$ cat src/logic/adc_spi_pkg.sv
// shared constants for the converter serial link and its controller
package adc_spi_pkg;
  // config word layout and reset values
  localparam logic [15:0] CFG_RESET = 16'h058B;
  localparam logic [15:0] RESULT_RESET = 16'h0000;
  localparam int CFG_START_BIT = 15;
  localparam int CFG_INPUT_LSB = 12;
  localparam int CFG_GAIN_LSB = 9;
  localparam int CFG_MODE_BIT = 8;
  localparam int CFG_RATE_LSB = 5;
  localparam int CFG_TEMP_BIT = 4;
  localparam int CFG_PULLUP_BIT = 3;
  localparam int CFG_KEY_LSB = 1;
  localparam int CFG_RSVD_BIT = 0;
  localparam logic [1:0] KEY_VALID = 2'h1;
  // result codes
  localparam int RAW_BITS = 18;
  localparam logic [15:0] CODE_MAX = 16'h7FFF;
  localparam logic [15:0] CODE_MIN = 16'h8000;
  // transfer lengths
  localparam int WORD_BITS = 16;
  localparam int LONG_BITS = 32;
  // serial clock made by the controller
  localparam int CLK_PERIOD_NS = 20;
  localparam int SCLK_HALF_NS = 160;
  localparam int SCLK_HALF_CYCLES = (SCLK_HALF_NS + CLK_PERIOD_NS - 1) / CLK_PERIOD_NS;
  // controller register map
  localparam logic [7:0] REG_TXCFG = 8'h00;
  localparam logic [7:0] REG_CTRL = 8'h04;
  localparam logic [7:0] REG_STATUS = 8'h08;
  localparam logic [7:0] REG_RESULT = 8'h0C;
  localparam logic [7:0] REG_READBACK = 8'h10;
  localparam int CTRL_START_BIT = 0;
  localparam int CTRL_LONG_BIT = 1;
  localparam int CTRL_HOLD_BIT = 2;
  localparam int STAT_BUSY_BIT = 0;
  localparam int STAT_READY_BIT = 1;
endpackage

$ cat src/logic/adc_spi_if.sv
// serial link between converter and controller
`timescale 1ns/1ps
`default_nettype none
interface adc_spi_if;
  logic csN;
  logic sclk;
  logic din;
  logic dataOut;
  logic dataOutOeN;
  logic pullupOn;
  wire dataLine;

  // released pin is held high by the weak pullup; a floating pin is
  // modelled as the inverse of the last bit so stale data cannot pass
  assign dataLine = !dataOutOeN ? dataOut : (pullupOn ? 1'b1 : ~dataOut);

  modport device (
    input csN,
    input sclk,
    input din,
    output dataOut,
    output dataOutOeN,
    output pullupOn
  );
  modport host (
    output csN,
    output sclk,
    output din,
    input dataLine
  );
endinterface
`default_nettype wire

$ cat src/logic/adc_serial_device.sv
// converter end: serial shifter, config and result registers, conversion start
`timescale 1ns/1ps
`default_nettype none
module adc_serial_device
  import adc_spi_pkg::*;
(
  // clock and reset
  input wire logic clk,
  input wire logic reset,
  // serial link
  adc_spi_if.device link,
  // conversion core
  output logic convStart,
  input wire logic convDone,
  input wire logic signed [RAW_BITS-1:0] convRaw,
  output logic converting,
  // settings for the analog side
  output logic [2:0] inputSelect,
  output logic [2:0] gainRange,
  output logic [2:0] rateSelect,
  output logic tempSenseSelect
);

  function automatic logic [15:0] saturate(input logic signed [RAW_BITS-1:0] raw);
    logic [RAW_BITS-16:0] top;
    top = raw[RAW_BITS-1:15];
    if (top == '0 || top == '1)
      saturate = raw[15:0];
    else if (raw[RAW_BITS-1])
      saturate = CODE_MIN;
    else
      saturate = CODE_MAX;
  endfunction

  // synchronisers; stage 0 feeds only stage 1
  logic [2:0] sclkPipe;
  logic [1:0] csPipe;
  logic [1:0] dinPipe;
  logic sclkRise;
  logic sclkFall;
  logic csHigh;

  always_ff @(posedge clk)
  begin
    if (reset)
    begin
      sclkPipe <= 3'h0;
      csPipe <= 2'h3;
      dinPipe <= 2'h0;
    end
    else
    begin
      sclkPipe <= {sclkPipe[1:0], link.sclk};
      csPipe <= {csPipe[0], link.csN};
      dinPipe <= {dinPipe[0], link.din};
    end
  end

  assign csHigh = csPipe[1];
  assign sclkRise = sclkPipe[1] & ~sclkPipe[2];
  assign sclkFall = ~sclkPipe[1] & sclkPipe[2];

  logic [15:0] cfg;
  logic [15:0] result;
  logic [15:0] readback;
  logic [15:0] shiftOut;
  logic [15:0] shiftIn;
  logic [4:0] bitCount;
  logic xferBusy;
  logic newData;
  logic dataOutReg;
  logic oeNReg;
  logic pullupReg;
  logic convStartReg;
  logic convertingReg;

  logic [15:0] next_cfg;
  logic [15:0] next_result;
  logic [15:0] next_readback;
  logic [15:0] next_shiftOut;
  logic [15:0] next_shiftIn;
  logic [4:0] next_bitCount;
  logic next_xferBusy;
  logic next_newData;
  logic next_dataOut;
  logic next_oeN;
  logic next_pullup;
  logic next_convStart;
  logic next_converting;
  logic [15:0] rxWord;
  logic startReq;

  always_comb
  begin
    next_cfg = cfg;
    next_result = result;
    next_readback = readback;
    next_shiftOut = shiftOut;
    next_shiftIn = shiftIn;
    next_bitCount = bitCount;
    next_xferBusy = xferBusy;
    next_newData = newData;
    next_convStart = 1'b0;
    next_converting = convertingReg;
    rxWord = {shiftIn[14:0], dinPipe[1]};
    startReq = 1'b0;
    // idle pin shows the ready flag, low means fresh data
    next_dataOut = xferBusy ? dataOutReg : ~newData;
    next_oeN = csHigh;
    next_pullup = cfg[CFG_PULLUP_BIT];

    // one procedure for both modes, no opcodes
    if (csHigh)
    begin
      next_bitCount = 5'h0;
      next_xferBusy = 1'b0;
    end
    else
    begin
      if (sclkRise)
      begin
        if (!xferBusy)
        begin
          // lock the buffered result, ready flag tells if it is fresh
          next_dataOut = result[15];
          next_shiftOut = {result[14:0], 1'b0};
          next_xferBusy = 1'b1;
          next_newData = 1'b0;
        end
        else if (bitCount == 5'(WORD_BITS))
        begin
          next_dataOut = readback[15];
          next_shiftOut = {readback[14:0], 1'b0};
        end
        else
        begin
          next_dataOut = shiftOut[15];
          next_shiftOut = {shiftOut[14:0], 1'b0};
        end
      end
      if (sclkFall && xferBusy)
      begin
        next_shiftIn = rxWord;
        next_bitCount = bitCount + 5'h1;
        if (bitCount == 5'(WORD_BITS - 1))
        begin
          // start bit never stored, reserved bit forced to one in cfg, echoed as sent in readback
          next_readback = rxWord;
          next_readback[CFG_START_BIT] = 1'b0;
          if (rxWord[CFG_KEY_LSB+1:CFG_KEY_LSB] == KEY_VALID)
          begin
            next_cfg = rxWord;
            next_cfg[CFG_START_BIT] = 1'b0;
            next_cfg[CFG_RSVD_BIT] = 1'b1;
            startReq = rxWord[CFG_START_BIT] & rxWord[CFG_MODE_BIT];
          end
        end
        // with cs tied low a new cycle follows the 32nd bit
        if (bitCount == 5'(LONG_BITS - 1))
        begin
          next_bitCount = 5'h0;
          next_xferBusy = 1'b0;
        end
      end
    end

    // conversion sequencing
    if (convDone)
    begin
      next_result = saturate(convRaw);
      next_newData = 1'b1;
      next_converting = 1'b0;
    end
    if (!convertingReg || convDone)
    begin
      if (!cfg[CFG_MODE_BIT])
        next_convStart = 1'b1;
      else if (startReq)
        next_convStart = 1'b1;
    end
    if (next_convStart)
      next_converting = 1'b1;
  end

  always_ff @(posedge clk)
  begin
    if (reset)
    begin
      cfg <= CFG_RESET;
      result <= RESULT_RESET;
      readback <= CFG_RESET;
      shiftOut <= 16'h0000;
      shiftIn <= 16'h0000;
      bitCount <= 5'h0;
      xferBusy <= 1'b0;
      newData <= 1'b0;
      dataOutReg <= 1'b1;
      oeNReg <= 1'b1;
      pullupReg <= CFG_RESET[CFG_PULLUP_BIT];
      convStartReg <= 1'b0;
      convertingReg <= 1'b0;
    end
    else
    begin
      cfg <= next_cfg;
      result <= next_result;
      readback <= next_readback;
      shiftOut <= next_shiftOut;
      shiftIn <= next_shiftIn;
      bitCount <= next_bitCount;
      xferBusy <= next_xferBusy;
      newData <= next_newData;
      dataOutReg <= next_dataOut;
      oeNReg <= next_oeN;
      pullupReg <= next_pullup;
      convStartReg <= next_convStart;
      convertingReg <= next_converting;
    end
  end

  // three registers reachable from the link: cfg, result and readback
  assign link.dataOut = dataOutReg;
  assign link.dataOutOeN = oeNReg;
  assign link.pullupOn = pullupReg;
  assign convStart = convStartReg;
  assign converting = convertingReg;
  assign inputSelect = cfg[CFG_INPUT_LSB+2:CFG_INPUT_LSB];
  assign gainRange = cfg[CFG_GAIN_LSB+2:CFG_GAIN_LSB];
  assign rateSelect = cfg[CFG_RATE_LSB+2:CFG_RATE_LSB];
  assign tempSenseSelect = cfg[CFG_TEMP_BIT];

endmodule
`default_nettype wire

$ cat src/flat_wrapper.sv
// flat-port wrapper written by rule: the top's interface ports become plain ports
module adc_serial_device_flat import adc_spi_pkg::*;
  (clk, reset, convStart, convDone, convRaw, converting, inputSelect, gainRange, rateSelect, tempSenseSelect, link_csN, link_sclk, link_din, link_dataOut, link_dataOutOeN, link_pullupOn);
  adc_spi_if link_i ();
  input wire logic clk;
  input wire logic reset;
  output logic convStart;
  input wire logic convDone;
  input wire logic signed [RAW_BITS-1:0] convRaw;
  output logic converting;
  output logic [2:0] inputSelect;
  output logic [2:0] gainRange;
  output logic [2:0] rateSelect;
  output logic tempSenseSelect;
  input wire logic [$bits(link_i.csN)-1:0] link_csN;
  input wire logic [$bits(link_i.sclk)-1:0] link_sclk;
  input wire logic [$bits(link_i.din)-1:0] link_din;
  output wire logic [$bits(link_i.dataOut)-1:0] link_dataOut;
  output wire logic [$bits(link_i.dataOutOeN)-1:0] link_dataOutOeN;
  output wire logic [$bits(link_i.pullupOn)-1:0] link_pullupOn;
  assign link_i.csN = link_csN;
  assign link_i.sclk = link_sclk;
  assign link_i.din = link_din;
  assign link_dataOut = link_i.dataOut;
  assign link_dataOutOeN = link_i.dataOutOeN;
  assign link_pullupOn = link_i.pullupOn;
  adc_serial_device u_core (.clk(clk), .reset(reset), .link(link_i), .convStart(convStart), .convDone(convDone), .convRaw(convRaw), .converting(converting), .inputSelect(inputSelect), .gainRange(gainRange), .rateSelect(rateSelect), .tempSenseSelect(tempSenseSelect));
endmodule
$ cat config.mk
export PLATFORM = sky130hd
export DESIGN_NAME = adc_serial_device_flat
export DESIGN_NICKNAME = d
export VERILOG_FILES = /design/src/logic/adc_spi_pkg.sv /design/src/logic/adc_spi_if.sv /design/src/logic/adc_serial_device.sv /design/src/flat_wrapper.sv
export SDC_FILE = /design/constraint.sdc
export NUM_CORES = 1
export LEC_CHECK = 0
export ABC_AREA = 0
export BUFFER_PORTS_ARGS = -buffer_cell sky130_fd_sc_hd__buf_2
export CORE_ASPECT_RATIO = 1.2
export CORE_MARGIN = 4
export CORE_UTILIZATION = 58
export CTS_CLUSTER_DIAMETER = 120
export CTS_CLUSTER_SIZE = 40
export DETAILED_ROUTE_END_ITERATION = 10
export PLACE_DENSITY_LB_ADDON = 0.12
export SETUP_SLACK_MARGIN = 0.5
export SYNTH_ARGS = -nofsm -noshare
export SYNTH_HDL_FRONTEND = slang
export SYNTH_SLANG_ARGS = --single-unit
export TNS_END_PERCENT = 30
$ cat constraint.sdc
create_clock -name clk -period 2.33 [get_ports clk]
set_clock_uncertainty 0.2 [all_clocks]
set_input_delay 0.466 -clock clk [delete_from_list [all_inputs] [get_ports clk]]
set_output_delay 0.466 -clock clk [all_outputs]
set_load 0.01 [all_outputs]
### Yosys cells after proc, flatten, opt, wreduce, memory -nomap -nowiden

Cells that the tools add are included.

* register bits after elaboration: 95
* bits of input ports: 24
* logic and storage cells: 70

* add/sub/neg operators: 1
* eq/ne operators: 7
* muxes and demuxes: 26
* bitwise operators: 7
* reduce and logical (&&, ||, !) cells: 13

Operator list (number)
* 2-to-1 mux 16 bit: 4
* 2-to-1 mux 1 bit: 21
* equality test 5 bit, second input constant: 2
* AND reduction 3 bit: 2
* adder 5 x 1 -> 5 bit, second input constant: 1
* equality test 5 x 4 -> 1 bit, second input constant: 1
* 2-to-1 mux 5 bit: 1
* inequality test 2 bit, second input constant: 2
* inverter 1 bit: 4
* AND reduction 2 bit: 2
* AND reduction 4 bit: 1
* nonzero test 2 bit: 2
* bitwise AND 1 bit: 3
* equality test 3 bit, second input constant: 1
* logical NOT 3 bit: 1
* equality test 2 x 1 -> 1 bit, second input constant: 1
* logical OR 1 bit: 2
* OR reduction 2 bit: 1
* logical AND 1 bit: 1
* logical NOT 1 bit: 1

### Longest topological paths before layout

* word-level depth: 9
* depth in mapped cells: 7
* depth with buffers taken out: 6

### Least setup slack after synthesis

Ideal clock, no wire load.

* path type: register -> register
* start point: register u_core.bitCount[0]
* end point: register u_core.readback[0]
* setup time: 0.120 ns
* data arrival time: 1.651 ns
* path slack: 0.359 ns
* stages on the path, launching flop included: 7
* path buffers: 1
* cell sequence: dfxtp_1 ha_1 and3_1 ha_1 buf_1 nand2_1 a211o_1

* longest elaborated chain between the ends: 2

Ends and longest elaborated chain
* from (decl): RTL line adc_serial_device.sv:68 `logic [4:0] bitCount;`
* from (signal assigned): RTL line adc_serial_device.sv:210 `bitCount <= next_bitCount;`
* equality test 5 x 4 -> 1 bit: RTL line adc_serial_device.sv:145 `if (bitCount == 5'(WORD_BITS - 1))`
* AND reduction 3 bit (no source line)
* to (signal assigned): RTL line adc_serial_device.sv:207 `readback <= next_readback;`
* to (decl): RTL line adc_serial_device.sv:65 `logic [15:0] readback;`

Every way passes these cells.
A chain may end at the register's enable or synchronous reset.

### Worst setup path after layout

* start point: register u_core.bitCount[1]
* end point: register u_core.bitCount[3]

* longest elaborated chain between the ends: 2
* elaborated cells on any way between the ends: 3
* those cells by class: add/sub (1); eq/ne (1); mux (1)

Ends and longest elaborated chain
* adder 5 x 1 -> 5 bit / equality test 5 bit (equally long branches): RTL line adc_serial_device.sv:144, adc_serial_device.sv:159
* 2-to-1 mux 5 bit (*): RTL line adc_serial_device.sv:159 `if (bitCount == 5'(LONG_BITS - 1))`

Every way passes the cells marked *; elsewhere a longest branch is shown, timed or not.

==> results.md <==
- Largest net degree at the start of global routing: 73
- Ratio of cells with drive above 1 in the final layout: 0.248
- Inst Count DP: 508
- CTS sink count: 92
- Final Max Tran Viols: 0
- CP Launch Type: register
- Core box area: 6530 µm²
- Worst vdd ir: 0.437 mV
- Worst Max-Slew Pin Slew: 0.649 ns
- Critical path fanouts, max: 6
- Pre-CTS setup slack: 0.232 ns
- Vias in the first global route: 2732
- Run status: complete, no violations
- Total Wirelength: 7.75 mm
- Avg WL per Cell: 14.7 µm
- Design area: 4400 µm²
- Synth Flop Type: dfxtp_1
- Register area share after synthesis: 0.467
- Final hold violations: 0
- Hold WC Path Type: in -> reg
- Clock Tree Buf Depth: 2
- Yosys cell types: 47
- Kind of critical path: reg -> reg
- Synth top area share: 0.467
- Mapped Avg Cell Area: 9.50 µm²
- Synth Register Bits: 92
- P_leak: 1.59 nW
- Post-route DRC: 0
- Async SR Flop Fraction: 0
- CP Data Required Time: 2.42 ns
- # IOs: 39
- CTS buffer count: 9
- Crit path DAT: 1.89 ns
- Setup crit end kind: register
- Initial antenna violation count: 0
- GRT Residual Overflow: 0
- Root buffer cell: clkbuf_8
- Fin crit period: 1.80 ns
- CTS tree: yes
- Mapped Nets: 443
- Slew headroom: 0.567
- First-pass GRT wire length: 13.2 mm
- Synth area leader: dfxtp_1
- Cell area power density: 675 nW/µm²
- Period utilization: 0.772
- Synth Cell Area: 3940 µm²
- Via count: 2921
- Die span in x: 83.3 µm
- Die Y-Extent: 98.3 µm
- NumNets Final: 466
- Synth top area cells: dfxtp_1 (47%), mux2i_1 (6.1%), nand2_1 (5.1%)
- Final setup viols: 0
- Max Cap Violations: 0
- Die Footprint: 8180 µm²
- DRT Pass-1 Iters: 4
- Num rows: 32
- Max Freq: 556 MHz
- Placed wire-length estimate: 5.15 mm
- RSZ-0062 raised after global routing: yes
- Final antenna-violating net count: 0
- Latest clock arrival within the worst-skew pair: 0.35 ns
- Diode count: 0
- # H-tree levels: 3
- Dpl cell area: 4070 µm²
- Synthesis-to-layout area growth: 11.6%
- Port-buffer cells: 38
- Layout Cells excl Fill: 528
- GR Util All Layers: 0.194
- Post-synth EDFFs: 0
- Ys Warns: 0
- Global placement routability congestion: 0.729
- Avg Vias per Cell: 5.53
- Initial cell density of the core: 0.604
- First DRT Iteration DRCs: 161
- Mapped Cells: 415
- Clock-pin transition on the worst setup and hold timing paths: 0.09 ns
- Final worst slack: 0.530 ns
- Hold_ws: 0.0864 ns
- Setup TNS: 0 ns
worst max-delay path: stages (launching register included):
cell,delay [ns]
dfxtp_4,0.37
ha_4,0.16
and3_4,0.19
ha_4,0.17
or4_1,0.50
a21oi_1,0.14
Yosys cell counts (2+ instances only):
| cell | n |
|---|---|
| and3_1 | 3 |
| inv_1 | 23 |
| nand3_1 | 14 |
| a31oi_1 | 2 |
| a211o_1 | 2 |
| nand2_1 | 54 |
| nand4b_1 | 5 |
| a21oi_1 | 34 |
| and4bb_1 | 2 |
| o21ai_1 | 11 |
| nand3b_1 | 5 |
| dfxtp_1 | 92 |
| buf_2 | 11 |
| buf_6 | 6 |
| nand3b_2 | 10 |
| clkbuf_1 | 12 |
| buf_4 | 10 |
| o21ai_0 | 9 |
| ha_1 | 4 |
| or2_2 | 4 |
| a221oi_1 | 15 |
| nand2b_1 | 6 |
| o221ai_1 | 4 |
| o221ai_2 | 10 |
| nor2b_1 | 4 |
| mux2i_1 | 24 |
| nor2_1 | 19 |
timing repair:
item                       4_1_cts  5_1_grt
gates resized for setup          8        9
setup buffers                    4        0
pin swaps                        2        1
setup endpoints to repair       30       37
hold buffers                     0        0
where the power goes:
group	switching (mW)	internal (mW)	total [mW]
registers	0.0131	1.60	1.61
logic	0.0772	0.0558	0.133
clock network	0.559	0.665	1.22
flip-flops by register name, indices dropped and copies added, names as in the netlist, 2 cells and up:
register	flops
u_core.result	16
u_core.dinPipe	2
u_core.sclkPipe	3
u_core.bitCount	5
u_core.cfg	12
u_core.shiftOut	15
u_core.csPipe	2
u_core.shiftIn	15
u_core.readback	15
final timing paths:
check                       endpoint  slack [ns]  cells after the start          startpoint
hold / removal      u_core.csPipe[0]        0.09                      2            link_csN
setup reg to reg  u_core.bitCount[3]        0.53                      5  u_core.bitCount[1]
hold reg to reg     u_core.csPipe[1]        0.22                      1    u_core.csPipe[0]
setup / recovery  u_core.bitCount[3]        0.53                      5  u_core.bitCount[1]
cell usage in the layout, fill, tap and decap left out, types with 3 or more instances in the layout:
cell type and instances:
or2_2 4, o21ai_0 7, ha_4 3, nand3b_2 10, nand4b_1 5, o221ai_2 10
nand2_1 52, clkbuf_8 11, dfxtp_1 89, o221ai_1 4, buf_2 38, nand2b_1 6
nor2b_1 4, a21oi_1 34, nand3b_1 5, o21ai_1 13, a221oi_1 15, inv_1 23
buf_4 13, nor2_1 19, nand3_1 13, mux2i_1 24
routing by layer:
metal / routed length, µm / GRT usage / part of all wire
met4: 120 / 0.0843 / 0.015
met5: 0 / 0 / 0
met3: 267 / 0.0321 / 0.034
met1: 3760 / 0.258 / 0.49
met2: 3600 / 0.312 / 0.46
logic make-up (layout without fill, tap and decap cells):
family	count (synthesis)	after routing	synth area share
muxes	24	24	0.0610
DFF	92	92	0.467
and+or+nand+nor	136	136	0.199
buffers and inverters	64	92	0.0854
adders and majority gates	4	4	0.0127
AOI/OAI and AO/OA	95	95	0.175
cell type report:
cell class                      count  area [µm²]
Fill cell                         545        2130
Sequential cell                    92        1850
Multi-Input combinational cell    259        1820
Timing Repair Buffer               52         299
Clock buffer                       11         151
Tap cell                           85         106
Inverter                           24        90.1
Clock inverter                      5        83.8
stage by stage:
stage / total power [mW] / utilization
2_1_floorplan: 1.74 / -
3_3_place_gp: 1.78 / 0.624
3_5_place_dp: 1.78 / 0.624
4_1_cts: 2.99 / 0.669
5_1_grt: 3.09 / 0.674
6_report: 2.97 / 0.674
No activity file was read; power rests on OpenSTA's default activity.
